**src/hw/asr_pkg.sv**
```systemverilog
package asr_pkg;
	localparam int ADDR_W = 16;
	localparam int DATA_W = 16;
	localparam int LANES  = 2;
	localparam int CLK_PERIOD_NS = 20;
	// minimum times in ns
	localparam int T_RC_NS  = 15;
	localparam int T_DOE_NS = 7;
	localparam int T_AA_NS  = 15;
	localparam int T_WC_NS  = 15;
	localparam int T_PWE_NS = 10;
	localparam int T_SD_NS  = 8;
	localparam int T_HZ_NS  = 7;
	// least times round up, never below one cycle
	function automatic int asr_cyc(input int ns);
		int c;
		c = (ns + CLK_PERIOD_NS - 1) / CLK_PERIOD_NS;
		return (c < 1) ? 1 : c;
	endfunction
	localparam int RD_CYC  = asr_cyc(T_AA_NS) + 1;
	localparam int WR_CYC  = asr_cyc(T_PWE_NS);
	localparam int WC_CYC  = asr_cyc(T_WC_NS);
	localparam int HZ_CYC  = asr_cyc(T_HZ_NS);
	localparam int CNT_W   = 4;
	localparam logic [CNT_W-1:0] CNT_ZERO = 4'h0;
	localparam logic [DATA_W-1:0] DATA_ZERO = 16'h0000;
	localparam logic [ADDR_W-1:0] ADDR_ZERO = 16'h0000;
	typedef enum logic [2:0] {ASR_IDLE, ASR_RD, ASR_WR, ASR_WHOLD, ASR_TURN} asr_state_t;
endpackage

```
**src/hw/asr_sync.sv**
```systemverilog
`timescale 1ns/1ps
`default_nettype none
module asr_sync #(
	parameter int W = 16
) (
	input  wire logic         clk_in,
	input  wire logic         sys_rst_in,
	input  wire logic [W-1:0] d_in,
	output logic      [W-1:0] q_out
);
	logic [W-1:0] s1_q;
	logic [W-1:0] s2_q;
	always_ff @(posedge clk_in) begin
		if (sys_rst_in) begin
			s1_q <= '0;
			s2_q <= '0;
		end else begin
			s1_q <= d_in;
			s2_q <= s1_q;
		end
	end
	assign q_out = s2_q;
endmodule
`default_nettype wire

```
**src/hw/asr_ctrl.sv**
```systemverilog
`timescale 1ns/1ps
`default_nettype none
module asr_ctrl
	import asr_pkg::*;
(
	input  wire logic                      clk_in,
	input  wire logic                      sys_rst_in,
	input  wire logic                      req_valid_in,
	input  wire logic                      req_write_in,
	input  wire logic [asr_pkg::ADDR_W-1:0] req_addr_in,
	input  wire logic [asr_pkg::DATA_W-1:0] req_wdata_in,
	input  wire logic [asr_pkg::LANES-1:0]  req_lanes_in,
	output logic                           req_ready_out,
	output logic                           rd_valid_out,
	output logic      [asr_pkg::DATA_W-1:0] rd_data_out,
	output logic      [asr_pkg::ADDR_W-1:0] mem_addr_out,
	output logic                           chip_sel_n_out,
	output logic                           out_en_n_out,
	output logic                           wr_strobe_n_out,
	output logic                           upper_lane_en_n_out,
	output logic                           lower_lane_en_n_out,
	output logic      [asr_pkg::DATA_W-1:0] mem_dq_out,
	output logic      [asr_pkg::DATA_W-1:0] mem_dq_oe_out,
	input  wire logic [asr_pkg::DATA_W-1:0] mem_dq_in
);
	import asr_pkg::*;

	typedef struct packed {
		asr_state_t          st;
		logic [CNT_W-1:0]    cnt;
		logic                ready;
		logic                rvalid;
		logic [DATA_W-1:0]   rdata;
		logic [ADDR_W-1:0]   addr;
		logic                cs_n;
		logic                oe_n;
		logic                we_n;
		logic [LANES-1:0]    lane_n;
		logic [DATA_W-1:0]   wdata;
		logic                drive;
		logic [DATA_W-1:0]   dq_oe;
	} asr_regs_t;

	asr_regs_t r_q;
	asr_regs_t r_d;
	logic [DATA_W-1:0] dq_sync;

	// pins are asynchronous to our clock; two flops before any use
	asr_sync #(
		.W(DATA_W)
	) u_sync (
		.clk_in    (clk_in),
		.sys_rst_in(sys_rst_in),
		.d_in      (mem_dq_in),
		.q_out     (dq_sync)
	);

	function automatic logic [CNT_W-1:0] asr_load(input int n);
		return CNT_W'(n - 1);
	endfunction

	function automatic logic [DATA_W-1:0] asr_lane_mask(input logic [LANES-1:0] lanes);
		return {{(DATA_W/2){lanes[1]}}, {(DATA_W/2){lanes[0]}}};
	endfunction

	always_comb begin
		r_d = r_q;
		r_d.rvalid = 1'b0;
		case (r_q.st)
			ASR_IDLE: begin
				r_d.ready = 1'b1;
				if (req_valid_in && r_q.ready && req_lanes_in != '0) begin
					r_d.ready = 1'b0;
					r_d.addr = req_addr_in;
					r_d.cs_n = 1'b0;
					r_d.lane_n = ~{req_lanes_in[1], req_lanes_in[0]};
					if (req_write_in) begin
						r_d.we_n = 1'b0;
						r_d.oe_n = 1'b1;
						r_d.wdata = req_wdata_in;
						r_d.drive = 1'b1;
						// only drive lanes being written; held past the strobes so data never races them
						r_d.dq_oe = asr_lane_mask(req_lanes_in);
						r_d.cnt = asr_load(WR_CYC);
						r_d.st = ASR_WR;
					end else begin
						r_d.we_n = 1'b1;
						r_d.oe_n = 1'b0;
						r_d.dq_oe = DATA_ZERO;
						// sync adds two cycles of latency on the data return
						r_d.cnt = asr_load(RD_CYC + 2);
						r_d.st = ASR_RD;
					end
				end
			end
			ASR_RD: begin
				if (r_q.cnt == CNT_ZERO) begin
					r_d.rdata = dq_sync;
					r_d.rvalid = 1'b1;
					r_d.cs_n = 1'b1;
					r_d.oe_n = 1'b1;
					r_d.lane_n = '1;
					r_d.cnt = asr_load(HZ_CYC); // memory needs time to float
					r_d.st = ASR_TURN;
				end else begin
					r_d.cnt = r_q.cnt - CNT_W'(1);
				end
			end
			ASR_WR: begin
				if (r_q.cnt == CNT_ZERO) begin
					// select and strobe rise together; data still driven
					r_d.we_n = 1'b1;
					r_d.cs_n = 1'b1;
					r_d.lane_n = '1;
					r_d.cnt = asr_load(WC_CYC - WR_CYC + 1);
					r_d.st = ASR_WHOLD;
				end else begin
					r_d.cnt = r_q.cnt - CNT_W'(1);
				end
			end
			ASR_WHOLD: begin
				// hold data one cycle past the ending edge
				r_d.drive = 1'b0;
				r_d.dq_oe = DATA_ZERO;
				r_d.st = ASR_TURN;
				r_d.cnt = r_q.cnt;
			end
			ASR_TURN: begin
				if (r_q.cnt == CNT_ZERO) begin
					r_d.ready = 1'b1;
					r_d.st = ASR_IDLE;
				end else begin
					r_d.cnt = r_q.cnt - CNT_W'(1);
				end
			end
			default: begin
				r_d.st = ASR_IDLE;
			end
		endcase
		if (sys_rst_in) begin
			r_d = '0;
			r_d.st = ASR_IDLE;
			r_d.cs_n = 1'b1;
			r_d.oe_n = 1'b1;
			r_d.we_n = 1'b1;
			r_d.lane_n = '1;
		end
	end

	always_ff @(posedge clk_in) begin
		r_q <= r_d;
	end

	assign req_ready_out       = r_q.ready;
	assign rd_valid_out        = r_q.rvalid;
	assign rd_data_out         = r_q.rdata;
	assign mem_addr_out        = r_q.addr;
	assign chip_sel_n_out      = r_q.cs_n;
	assign out_en_n_out        = r_q.oe_n;
	assign wr_strobe_n_out     = r_q.we_n;
	assign upper_lane_en_n_out = r_q.lane_n[1];
	assign lower_lane_en_n_out = r_q.lane_n[0];
	assign mem_dq_out          = r_q.wdata;
	// registered enable; never set while a read has the bus
	assign mem_dq_oe_out       = r_q.dq_oe;

	property p_read_we_high;
		@(posedge clk_in) disable iff (sys_rst_in)
		(!r_q.cs_n && !r_q.oe_n) |-> r_q.we_n;
	endproperty
	a_read_we_high: assert property (p_read_we_high) else $error("strobe low during read");

	property p_no_contend;
		@(posedge clk_in) disable iff (sys_rst_in)
		!r_q.oe_n |-> (mem_dq_oe_out == DATA_ZERO);
	endproperty
	a_no_contend: assert property (p_no_contend) else $error("bus driven while output enabled");

	property p_wr_width;
		@(posedge clk_in) disable iff (sys_rst_in)
		$fell(r_q.we_n) |-> (!r_q.we_n && !r_q.cs_n && (r_q.lane_n != '1)) [*1] ##1 (r_q.we_n && r_q.cs_n);
	endproperty
	a_wr_width: assert property (p_wr_width) else $error("write pulse too short");

	property p_data_hold;
		@(posedge clk_in) disable iff (sys_rst_in)
		($rose(r_q.we_n) && r_q.drive) |-> $stable(mem_dq_out) && $stable(mem_dq_oe_out) && r_q.drive;
	endproperty
	a_data_hold: assert property (p_data_hold) else $error("write data not held");

	property p_end_together;
		@(posedge clk_in) disable iff (sys_rst_in)
		$rose(r_q.we_n) |-> $rose(r_q.cs_n) && r_q.oe_n;
	endproperty
	a_end_together: assert property (p_end_together) else $error("write end not clean");

	property p_addr_stable;
		@(posedge clk_in) disable iff (sys_rst_in)
		!r_q.cs_n && !$past(r_q.cs_n) |-> $stable(r_q.addr);
	endproperty
	a_addr_stable: assert property (p_addr_stable) else $error("address moved while selected");

	property p_idle_float;
		@(posedge clk_in) disable iff (sys_rst_in)
		r_q.cs_n |-> r_q.oe_n && r_q.we_n;
	endproperty
	a_idle_float: assert property (p_idle_float) else $error("strobes active while deselected");

	property p_rd_done;
		@(posedge clk_in) disable iff (sys_rst_in)
		$fell(r_q.oe_n) |-> ##[1:12] r_q.rvalid;
	endproperty
	a_rd_done: assert property (p_rd_done) else $error("read never completed");
endmodule
`default_nettype wire

```
**config.mk**
```make
export PLATFORM = sky130hd
export DESIGN_NAME = asr_ctrl
export DESIGN_NICKNAME = d
export VERILOG_FILES = /design/src/hw/asr_pkg.sv /design/src/hw/asr_sync.sv /design/src/hw/asr_ctrl.sv
export SDC_FILE = /design/constraint.sdc
export NUM_CORES = 1
export LEC_CHECK = 0
export BUFFER_PORTS_ARGS = -buffer_cell sky130_fd_sc_hd__buf_4
export CAP_MARGIN = 20
export CORE_UTILIZATION = 46
export CTS_CLUSTER_DIAMETER = 30
export DETAILED_ROUTE_END_ITERATION = 8
export PLACE_DENSITY_LB_ADDON = 0.3
export SLEW_MARGIN = 10
export SYNTH_ARGS = -nofsm -noshare
export SYNTH_HDL_FRONTEND = slang
export SYNTH_SLANG_ARGS = --single-unit
```
**constraint.sdc**
```tcl
create_clock -name clk_in -period 1.73 [get_ports clk_in]
set_clock_uncertainty 0.15 [all_clocks]
set_input_delay 0.0865 -clock clk_in [delete_from_list [all_inputs] [get_ports clk_in]]
set_output_delay 0.0865 -clock clk_in [all_outputs]
set_load 0.005 [all_outputs]
```
After elaboration in Yosys (flattened, before gate mapping)
Index checks and enable logic that the tools add are counted.
Widths: inputs -> output; s select.
Cells by class
  add/subtract/negate cells: 1
  eq/ne operators: 9
  multiplexer cells: 23
  bitwise gates (word level): 2
  reduce and logical (&&, ||, !) cells: 23
Operator list (number)
  $mux 38: 1
  $mux 17: 2
  $pmux 16 s2: 1
  $mux 16: 1
  $pmux 3 s5: 1
  $mux 3: 4
  $pmux 4 s3: 1
  $reduce_and 3->1: 4
  $ne 2x2->1 const B: 5
  $reduce_bool 2->1: 5
  $mux 4: 2
  $mux 8: 1
  $reduce_and 2->1: 4
  $reduce_and 4->1: 2
  $eq 3x2->1 const B: 2
  $mux 6: 1
  $pmux 1 s2: 3
  $pmux 2 s3: 1
  $reduce_bool 3->1: 2
  $logic_not 4->1: 1
  $mux 2: 2
  $reduce_or 2->1: 2
  $sub 4x1->4 const B: 1
  $eq 3x1->1 const B: 1
  other kinds (7): 8
Word-level totals
  flip-flop bits (word level): 110
  input port bits: 54
  output and inout bits: 71
  word-level logic and storage cells: 72

Logic depth before layout (Yosys ltp)
Gate-level depths: netlist (run 1).
  word-level depth: 4
  depth in mapped cells: 8
  mapped depth without buffers: 6

Hierarchy
From an unflattened synthesis (run 1), not the netlist that was laid out.
Second synthesis, totals
  cell total of the unflattened synthesis: 427
  area total of the unflattened synthesis: 3923.8 sq um
Modules (own cells, without submodules)
  asr_ctrl: times used 1, cells each 360, area an instance 3060.4 sq um, sequential area each 1281.2 sq um
  asr_sync: times used 1, cells each 67, area an instance 863.3 sq um, sequential area each 640.6 sq um

Worst setup path after synthesis (run 1)
OpenSTA, ideal clock, no wires.
  kind: reg2reg
  start: reg r_q[72] (netlist name)
  end: reg r_q (netlist bit lower_lane_en_n_out)
  library setup time: 0.122 ns
  arrival time: 1.591 ns
  required time: 1.458 ns
  path slack: -0.133 ns
  cell stages (with the launch flop): 8
  buffers on the path: 1
  period minus slack after synthesis: 1.863 ns
  cells stage by stage: dfxtp_1 -> inv_1 -> ha_1 -> or3b_1 -> buf_6 -> mux2i_1 -> o211ai_1 -> a221o_1
On the way
  cells in the longest elaborated chain, start to end: 3
  elaborated cells on any way between the ends: 4
  classes of those cells: 2 x eq/ne; 2 x reduce/logical
RTL lines
  from (decl): line asr_ctrl.sv:44  | asr_regs_t r_q;
  from (signal assigned): line asr_ctrl.sv:151  | r_q <= r_d;
  $logic_not 4->1 *: line asr_ctrl.sv:97, asr_ctrl.sv:110
  $ne 2x2->1 (no source line)
  $reduce_and 4->1 (no source line) *
Mark *: on every way between the ends. The rest lies on a longest branch, timed or not.
A chain may end at the register's enable or synchronous reset.

Worst setup path in the final report (run 1)
  start: reg r_q[73] (netlist name)
  end: reg r_q (netlist bit rd_data_out[6])
On the way
  cells in the longest elaborated chain, start to end: 2
RTL lines
  $logic_not 4->1: line asr_ctrl.sv:97  | if (r_q.cnt == CNT_ZERO) begin
  $reduce_and 2->1 (no source line)
No other way between the ends.

==> impl_metrics.yaml, run 1 <==
outcome:
  result_of_the_run: "complete, but fails checks"
  failed_checks: "negative setup slack"
synth:
  synthDistinctLibCells: 42
  postSynthRegisterBits: 96
  synth_cells: 449
  yosys_warnings: 0
  post_synthesis_instance_area_um2: 3930
  synthesis.area_per_instance_um2: 8.74
  synth_enable_flop_cells: 0
  yosys_most_used_dff: "dfxtp_1"
  synth_fp_nets: 505
  ys_seq_area_share_pct: 48.9
  ys_async_sr_fraction_pct: 0
worst_setup_path:
  start_kind: "register"
  timing.critical_path.buf_inv: 3
  timing_worst_setup_path_type: "register to register"
  setup_crit_end_kind: "register"
  r2r_cells: 8
  path_delay_family: "simple AND/OR/NAND/NOR gates"
  crit_fanout: 8
  cell_with_the_biggest_individual_delay_on_the_critical_path: "or3b_4"
  crit_required_ps: 1890
  worst-endpoint-arrival_ps: 2000
  critical_path_cell_count: 8
  crit_path_max_incr_delay_ps: 410
  crit_chain: "inv_2 > ha_4 > or3b_4 > buf_4 > nor2_4 > clkbuf_16 > nand2_1 > a21oi_1"
clock_tree:
  cts_tree: "built"
  cts-htree-levels: 3
  clockBufferDepth: 2
  path_clk_slew_ps: 110
  worst_skew_pair.late_latency_ps: 370
  clockRootBuffer: "clkbuf_8"
  clock_sinks: 96
  cts_bufs_inserted: 9
sta:
  fmax_mhz: 541
  timing.final.hold_violations: 0
  fin_crit_sh_pct: 107
  setup-violations-final: 22
  final.setup.tns_ps: -1900
  rsz0062_at_grt: "yes"
  timing.final.ws_setup_ps: -118
  timing_worst_slew_pin_value_ps: 541
  worst_slew_margin_rel_pct: 63.5
  finalMaxSlewViolations: 0
  min_period_ps: 1850
pwr:
  fin_total_pwr_mw: 6.30
  cell_internal_pwr_mw: 4.27
  sequentialPowerShare_pct: 41.2
  power.share.combinational_pct: 33.7
  p_leak_nw: 2.33
  pwr-share-clk_pct: 25.1
  power.switching_mw: 2.03
  power.switching_fraction_pct: 32.2
  pwr_density_cell_nw_per_um2: 1140
  vdd.ir_drop.worst_uv: 618
floorplan:
  vertical_die_dimension_um: 94.4
  placement_rows: 33
  floorplan.core_area_um2: 8260
  design.die.area_um2: 8910
  fp.dieW_um: 94.4
  io-pin-count: 125
  floorplan.initialDensity_pct: 47.5
layout:
  final_layout_size_suffix_gt1_share_pct: 34.0
  antennaDiodeCount: 0
  area_of_all_sequential_standard_cells_um2: 1930
  layout_commonest_cell: "buf_4"
  final_cell_mix: "149 x buf_4, 93 x dfxtp_1, 86 x nand2_1, 57 x dlygate4sd3_1, 48 x a21oi_1"
  flow.area_growth_from_synthesis_pct: 40.8
  fillers: 644
  multi_input_comb_area_um2: 1460
  final_nets: 637
placed_design:
  detailedPlacementHpwl_um: 5720
  placement.io_buffers: 124
  globalplace.congestion: 0.788
min_path:
  hold_path.class: "input port to register"
  whs_path_depth: 3
grt:
  gr-total-overflow: 0
  vias_in_the_first_global_route: 3155
  grt_first_pass_wirelength_um: 14800
  largest_net_degree_at_the_start_of_global_routing: 36
  grt_util_all_layers_pct: 21.5
  number_of_antenna_violations_at_the_first_check_in_global_routing: 0
drt:
  vias_per_cell: 4.91
  dr_total_vias: 3390
  drt_drc_violations_left: 0
  detail_route.iter0.violations: 101
  antenna_left: 0
  wire_per_inst_um: 13.8
  firstDrtPassIters: 4
  wire_length_after_detailed_routing_um: 9530
job:
  max_cap_violation_count: 0
state kept, by name, indices dropped and copies added (netlist names), 2 cells and up:
register	count
r_q	7
u_sync.q_out	16
mem_addr_out	16
u_sync.s1_q	16
mem_dq_oe_out	2
rd_data_out	16
mem_dq_out	16
logic make-up after synthesis:
group / synth area share [%]
XOR/XNOR: 0.446
AO/OA/AOI/OAI: 12.9
flip-flops: 48.9
buffers and inverters: 15.8
adder cells (fa/ha/maj): 0.924
AND/OR/NAND/NOR: 20.8
multiplexers: 0.255
layer usage:
metal | global-route usage (%) | vias to the layer above | wire length [µm]
met5 | 0 | - | 0
met4 | 10.5 | 0 | 311
met3 | 5.56 | 29 | 481
met2 | 37.7 | 118 | 4920
met1 | 24.1 | 1553 | 3810
li1 | - | 1690 | -
repair_timing:
item	4_1_cts	5_1_grt
hold endpoints to repair	74	0
resized for setup	5	12
hold buffers	57	0
pin swaps	1	1
buffers inserted	1	0
gates cloned	0	1
setup endpoints to repair	25	56
power by group through the flow:
stage	clock, mW	sequential, mW	combinational (mW)
3_5_place_dp	0	2.64	1.85
4_1_cts	1.64	2.59	2.03
6_report	1.58	2.60	2.13
3_3_place_gp	0	2.63	1.80
2_1_floorplan	0	2.60	1.16
5_1_grt	1.73	2.63	2.29
worst paths after layout:
check,start,to,slack (ps)
worst min register to register,u_sync.q_out[10]$_SDFF_PP0_,rd_data_out[10]$_SDFFE_PP0P_,290
worst max-delay path,r_q[73]$_SDFFE_PP0P_,rd_data_out[6]$_SDFFE_PP0P_,-120
worst max register to register,r_q[73]$_SDFFE_PP0P_,rd_data_out[6]$_SDFFE_PP0P_,-120
worst min-delay path,req_valid_in,out_en_n_out$_SDFFE_PP1P_,20
stage by stage:
stage | utilization, % | std cells | hold slack [ps] | cell area [µm²] | setup WS [ps]
floorplan | - | 449 | 64.7 | 3950 | -90.0
CTS | 66.2 | 690 | 4.20 | 5470 | -107
finish | 67.0 | 691 | 18.7 | 5530 | -118
global placement | 56.3 | 616 | 147 | 4650 | -111
detailed placement | 56.3 | 616 | 151 | 4650 | -176
global route | 67.0 | 691 | 19.6 | 5530 | -176
synth_stat cells, types with 3 or more instances:
cell type | count | area, µm²
o211ai_1 | 5 | 37.5
buf_1 | 3 | 11.3
buf_4 | 65 | 488
nor2b_1 | 34 | 213
dfxtp_1 | 96 | 1920
nor3b_1 | 4 | 30.0
a221o_1 | 3 | 30.0
a21oi_1 | 55 | 275
nor2_1 | 7 | 26.3
inv_1 | 6 | 22.5
clkbuf_1 | 11 | 41.3
nand2_1 | 87 | 327
o21ai_0 | 7 | 35.0
buf_2 | 9 | 45.0
nand3_1 | 21 | 105
cell type report:
class | count | share of cell area (%)
multi-input cells | 258 | 26.3
clock buffers | 9 | 2.24
flip-flops and latches | 96 | 34.8
well taps | 105 | 2.38
clock inverters | 7 | 1.72
repair buffers | 210 | 32.1
inverters | 6 | 0.407
worst min-delay path, delay by kind of cell:
kind | cells | cell delay, ps
AO/OA/AOI/OAI | 2 | 270
buffers and inverters | 1 | 120
(Power assumes the default switching activity.)
==> run 2, diff against run 1 <==
==> constraint.sdc (replaced) <==
create_clock -name clk_in -period 1.73 [get_ports clk_in]
set_clock_uncertainty 0.15 [all_clocks]
set_input_delay 0.4325 -clock clk_in [delete_from_list [all_inputs] [get_ports clk_in]]
set_output_delay 0.4325 -clock clk_in [all_outputs]
set_load 0.005 [all_outputs]
==> run 2 against run 1 <==
Effect of this change:
- the run still ends with negative setup slack left
- sequential share of layout area is 2.6 points higher
- non-clock buffer count down 45
- global-route usage is 2.2 points lower
- first-iteration DRC count is 14% lower
- critical path depth is 2 lower
- hold slack improved by 100 ps
- clock-buffer cell count unchanged
- worst setup slack worse by 19 ps
- register-to-register slack worse by 20 ps
- cell area is 7.0% lower
- critical path type unchanged
- highest routed layer unchanged
==> impl_metrics.yaml, run 2 (synthesized netlist as in run 1, its figures left out) <==
clock_tree:
  worst_skew_pair.late_latency_ps: 360
  cts_bufs_inserted: 9
  cts-htree-levels: 3
  hold_buffers: 0
  clockBufferDepth: 2
  clockRootBuffer: "clkbuf_8"
  path_clk_slew_ps: 110
  clock_sinks: 96
  cts_tree: "built"
floorplan:
  floorplan.initialDensity_pct: 47.5
  io-pin-count: 125
  design.die.area_um2: 8910
  placement_rows: 33
  fp.dieW_um: 94.4
  vertical_die_dimension_um: 94.4
  floorplan.core_area_um2: 8260
worst_setup_path:
  start_kind: "register"
  crit_required_ps: 1830
  cell_with_the_biggest_individual_delay_on_the_critical_path: "or3b_4"
  crit_fanout: 6
  timing.critical_path.buf_inv: 1
  path_delay_family: "compound AO/OA/AOI/OAI gates"
  crit_path_max_incr_delay_ps: 430
  setup_crit_end_kind: "register"
  timing_worst_setup_path_type: "register to register"
  worst-endpoint-arrival_ps: 1960
  crit_chain: "inv_2 > ha_4 > or3b_4 > mux2i_1 > o211ai_1 > a221o_1"
sta:
  timing_worst_slew_pin_value_ps: 440
  timing.final.ws_setup_ps: -137
  min_period_ps: 1870
  worst_slew_margin_rel_pct: 70.5
  final.setup.tns_ps: -2100
  rsz0062_at_grt: "yes"
  setup-violations-final: 24
  fmax_mhz: 536
  timing.final.hold_violations: 0
  fin_crit_sh_pct: 108
  finalHoldWorstSlack_ps: 122
  finalMaxSlewViolations: 0
layout:
  layout_commonest_cell: "buf_4"
  fin_util_pct: 62.3
  antennaDiodeCount: 0
  final_cell_mix: "158 x buf_4, 92 x dfxtp_1, 74 x nand2_1, 41 x a21oi_1, 34 x nor2b_1"
  stdcell_count: 646
  final_nets: 592
  flow.area_growth_from_synthesis_pct: 31.0
  fin_area_um2: 5140
  final_layout_size_suffix_gt1_share_pct: 42.9
placed_design:
  placement.io_buffers: 124
  globalplace.congestion: 0.755
  place.detailed.instances: 626
  place_area_um2: 4730
  detailedPlacementHpwl_um: 5980
  dp_worst_setup_slack_ps: -209
grt:
  vias_in_the_first_global_route: 2957
  grt_first_pass_wirelength_um: 13300
  gr-total-overflow: 0
  grt_util_all_layers_pct: 19.3
  number_of_antenna_violations_at_the_first_check_in_global_routing: 0
  largest_net_degree_at_the_start_of_global_routing: 63
drt:
  wire_per_inst_um: 13.1
  detail_route.iter0.violations: 87
  vias_per_cell: 4.95
  drt_drc_violations_left: 0
  antenna_left: 0
  dr_total_vias: 3195
  firstDrtPassIters: 4
  wire_length_after_detailed_routing_um: 8440
pwr:
  pwr_density_cell_nw_per_um2: 1210
  vdd.ir_drop.worst_uv: 654
  p_leak_nw: 2.24
  fin_total_pwr_mw: 6.20
job:
  max_cap_violation_count: 0
outcome:
  result_of_the_run: "complete, but fails checks"
  failed_checks: "negative setup slack"
min_path:
  hold_path.class: "input port to register"
-- run 2: cell types whose count changed in the layout (fill, tap and decap cells not counted), moves of 3 or more --
cell and delta:
a21oi_2 +7, buf_4 +9, buf_6 +3, nand2_2 +4
nand2_4 +8, a21oi_1 -7, dlygate4sd3_1 -57, nand2_1 -12
-- run 2: power by group --
group	internal [mW]	total, mW	leakage [nW]	switching, mW
Sequential	2.44	2.59	0.786	0.148
Combinational	1.13	2.21	1.36	1.08
Clock	0.567	1.41	0.0942	0.840
Total	4.14	6.20	2.24	2.07
-- run 2: routing by layer --
layer	track usage (%)	share of wire, %	wire length, µm
met1	22.8	41	3500
met4	7.95	1.8	151
met3	6.52	5.3	447
met5	0	0	0
met2	32.0	51	4350
-- run 2: layout make-up --
type                    instances  area, µm²
clock inverters                 7       73.8
multi-input cells             258       1560
inverters                       6       22.5
clock buffers                   9        124
flip-flops and latches         96       1930
well taps                     105        131
fillers                       727       3120
repair buffers                165       1310
-- run 2: worst reg2reg max path, cell delays in order (launching register included) --
cell	delay, ps
dfxtp_2	340
inv_2	70
ha_4	130
or3b_4	430
mux2i_1	170
o211ai_1	140
a221o_1	340
-- run 2: final timing paths --
path,from,end,slack (ps),cells after the start
max,r_q[73]$_SDFFE_PP0P_,lower_lane_en_n_out$_SDFFE_PP1P_,-140,6
min,mem_dq_in[5],u_sync.s1_q[5]$_SDFF_PP0_,120,2
max reg2reg,r_q[73]$_SDFFE_PP0P_,lower_lane_en_n_out$_SDFFE_PP1P_,-140,6
min reg2reg,u_sync.q_out[11]$_SDFF_PP0_,rd_data_out[11]$_SDFFE_PP0P_,280,2
-- run 2: timing repair --
| item | CTS | global route |
|---|---|---|
| resized for setup | 8 | 43 |
| setup buffers | 1 | 2 |
| gates cloned | 1 | 0 |
| endpoints found under the setup margin | 25 | 58 |
| pin swaps | 1 | 21 |
==> run 3, diff against run 2 <==
--- a/config.mk
+++ b/config.mk
@@ -5,6 +5,7 @@
 export SDC_FILE = /design/constraint.sdc
 export NUM_CORES = 1
 export LEC_CHECK = 0
+export ABC_AREA = 1
 export BUFFER_PORTS_ARGS = -buffer_cell sky130_fd_sc_hd__buf_4
 export CAP_MARGIN = 20
 export CORE_UTILIZATION = 46
==> run 3 against run 2 <==
Effect of this change:
- the run now ends clean
- core utilization decreased by 4.7 points
- non-clock buffer count decreased by 34
- cell area decreased by 7.1%
- synthesized cell count increased by 12%
- final cell count increased by 4.2%
==> impl_metrics.yaml, run 3 <==
sta:
  fmax_mhz: 615
  finalMaxSlewViolations: 0
  timing.final.hold_violations: 0
  worst_slew_margin_rel_pct: 72.1
  timing.final.ws_setup_ps: 104
  min_period_ps: 1630
  fin_crit_sh_pct: 94.0
  setup-violations-final: 0
  finalHoldWorstSlack_ps: 111
  timing_worst_slew_pin_value_ps: 419
synth:
  synthesis.area_per_instance_um2: 7.89
  post_synthesis_instance_area_um2: 3970
  synthMostInstantiatedCell: "nor2_1"
  synth.top_cell.area_share_pct: 48.4
  yosys_most_used_dff: "dfxtp_1"
  ys_seq_area_share_pct: 48.4
  postSynthRegisterBits: 96
  netlist_top_cells_area: "dfxtp_1 48%, nor2_1 13%, buf_4 12%"
  synthDistinctLibCells: 26
  ys_async_sr_fraction_pct: 0
  synth_commonest_cells: "138 x nor2_1, 96 x dfxtp_1, 65 x buf_4"
  synth_fp_nets: 559
  area_leader_netlist: "dfxtp_1"
  yosys_warnings: 0
  synth_cells: 503
  synth_enable_flop_cells: 0
floorplan:
  floorplan.core_area_um2: 8300
  vertical_die_dimension_um: 94.9
  floorplan.initialDensity_pct: 47.8
  placement_rows: 33
  io-pin-count: 125
  fp.dieW_um: 94.9
  design.die.area_um2: 9000
drt:
  detail_route.iter0.violations: 132
  wire_per_inst_um: 11.3
  drt_drc_violations_left: 0
  antenna_left: 0
  vias_per_cell: 4.46
  wire_length_after_detailed_routing_um: 7630
  firstDrtPassIters: 4
  dr_total_vias: 3002
clock_tree:
  clockBufferDepth: 2
  clock_sinks: 96
  worst_skew_pair.late_latency_ps: 360
  cts_tree: "built"
  clockRootBuffer: "clkbuf_8"
  post-cts-setup-buffers: 0
  cts-htree-levels: 3
  hold_buffers: 0
  cts_bufs_inserted: 9
  ctsResizeCount: 0
  path_clk_slew_ps: 100
grt:
  gr-total-overflow: 0
  vias_in_the_first_global_route: 2843
  number_of_antenna_violations_at_the_first_check_in_global_routing: 0
  grt_first_pass_wirelength_um: 12300
  largest_net_degree_at_the_start_of_global_routing: 50
  grt_util_all_layers_pct: 17.5
min_path:
  hold_path.class: "input port to register"
  hold_start: "mem_dq_in[2]"
  whs_path_depth: 3
  hold_path_end: "u_sync.s1_q[2]$_SDFF_PP0_"
layout:
  fin_util_pct: 57.5
  layout_commonest_cell: "nor2_1"
  final_nets: 619
  final_cell_mix: "138 x nor2_1, 129 x buf_4, 94 x dfxtp_1, 48 x inv_1, 46 x o21ai_0"
  flow.area_growth_from_synthesis_pct: 20.3
  final_layout_size_suffix_gt1_share_pct: 30.8
  antennaDiodeCount: 0
placed_design:
  placement.io_buffers: 124
  detailedPlacementHpwl_um: 5430
  globalplace.congestion: 0.862
  dp_worst_setup_slack_ps: 6.14
worst_setup_path:
  r2r_cells: 8
  crit_required_ps: 1880
  rr_endpoint: "rd_data_out[10]$_SDFFE_PP0P_"
  launch_instance_of_the_worst_register_to_register_path: "r_q[72]$_SDFFE_PP0P_"
  timing_worst_setup_path_type: "register to register"
  setup_crit_end_kind: "register"
  start_kind: "register"
  crit_fanout: 10
  worst-endpoint-arrival_ps: 1780
  setup.reg_to_reg.worst_slack_ps: 100
pwr:
  power.switching_fraction_pct: 25.3
  vdd.ir_drop.worst_uv: 660
  fin_total_pwr_mw: 4.64
  sequentialPowerShare_pct: 51.4
  power.switching_mw: 1.17
  power.share.combinational_pct: 12.7
  cell_internal_pwr_mw: 3.47
  pwr-share-clk_pct: 36.0
  p_leak_nw: 2.44
  pwr_density_cell_nw_per_um2: 972
job:
  max_cap_violation_count: 0
outcome:
  result_of_the_run: "finished, final reports clean"
run 3: changes by cell type after synthesis, moves of 9 or more:
cell,before,now
nor2_1,7,138
nand2_1,87,32
a21oi_1,55,7
inv_1,6,48
nor2_2,0,9
nor2b_1,34,0
nand3_1,21,12
o21ai_0,7,46
run 3: metrics by stage:
stage                     area [µm²]  instances  setup TNS [ps]
after detailed placement        4530        657               0
after CTS                       4760        673               0
after global routing            4780        673           -25.0
after floorplan                 3970        503               0
final                           4780        673               0
after global placement          4530        657               0
run 3: per-layer routing:
| metal | GRT usage [%] | wire (µm) |
|---|---|---|
| met5 | 0 | 0 |
| met4 | 7.45 | 113 |
| met3 | 3.78 | 288 |
| met2 | 30.8 | 3920 |
| met1 | 20.4 | 3310 |
run 3: critical path, cell delays in order, from the launching register on:
cell	delay (ps)
dfxtp_2	340
inv_1	80
ha_1	200
nand2_4	100
buf_12	150
nor2_8	170
buf_4	180
o21ai_0	80
nor2_1	110
run 3: final cells by class:
| cell class | instances | area (µm²) |
|---|---|---|
| clock inverter | 7 | 114 |
| multi-input combinational | 272 | 1270 |
| sequential | 96 | 1920 |
| fill | 777 | 3520 |
| clock buffer | 9 | 124 |
| timing repair buffer | 131 | 1010 |
| tap | 105 | 131 |
| inverter | 53 | 204 |
run 3: logic make-up after synthesis:
group / Yosys count / share of synthesized area (%)
flip-flops: 96 / 48.4
buffers and inverters: 135 / 19.8
AND/OR/NAND/NOR: 203 / 22.2
XOR/XNOR: 1 / 0.221
AO/OA/AOI/OAI: 65 / 8.48
adder cells (fa/ha/maj): 3 / 0.883
run 3: worst max-delay path by stage:
| stage | from | to | slack, ps | depth (start not counted) |
|---|---|---|---|---|
| 2_1_floorplan | req_valid_in | mem_dq_out[7]$_SDFFE_PP0P_ | 150 | 10 |
| 3_3_place_gp | req_valid_in | mem_dq_out[5]$_SDFFE_PP0P_ | 60 | 10 |
| 3_5_place_dp | req_valid_in | mem_dq_out[3]$_SDFFE_PP0P_ | 6 | 10 |
| 4_1_cts | r_q[72]$_SDFFE_PP0P_ | r_q[73]$_SDFFE_PP0P_ | 70 | 10 |
| 5_1_grt | r_q[72]$_SDFFE_PP0P_ | rd_data_out[10]$_SDFFE_PP0P_ | -20 | 8 |
| 6_report | r_q[72]$_SDFFE_PP0P_ | rd_data_out[10]$_SDFFE_PP0P_ | 100 | 8 |
run 3: power by group through the flow:
stage               clock [mW]  sequential (mW)  combinational, mW
floorplan                    0             2.42              0.369
global placement             0             2.43              0.569
detailed placement           0             2.43              0.581
CTS                       1.71             2.38              0.585
global route              1.79             2.40              0.657
finish                    1.67             2.38              0.588
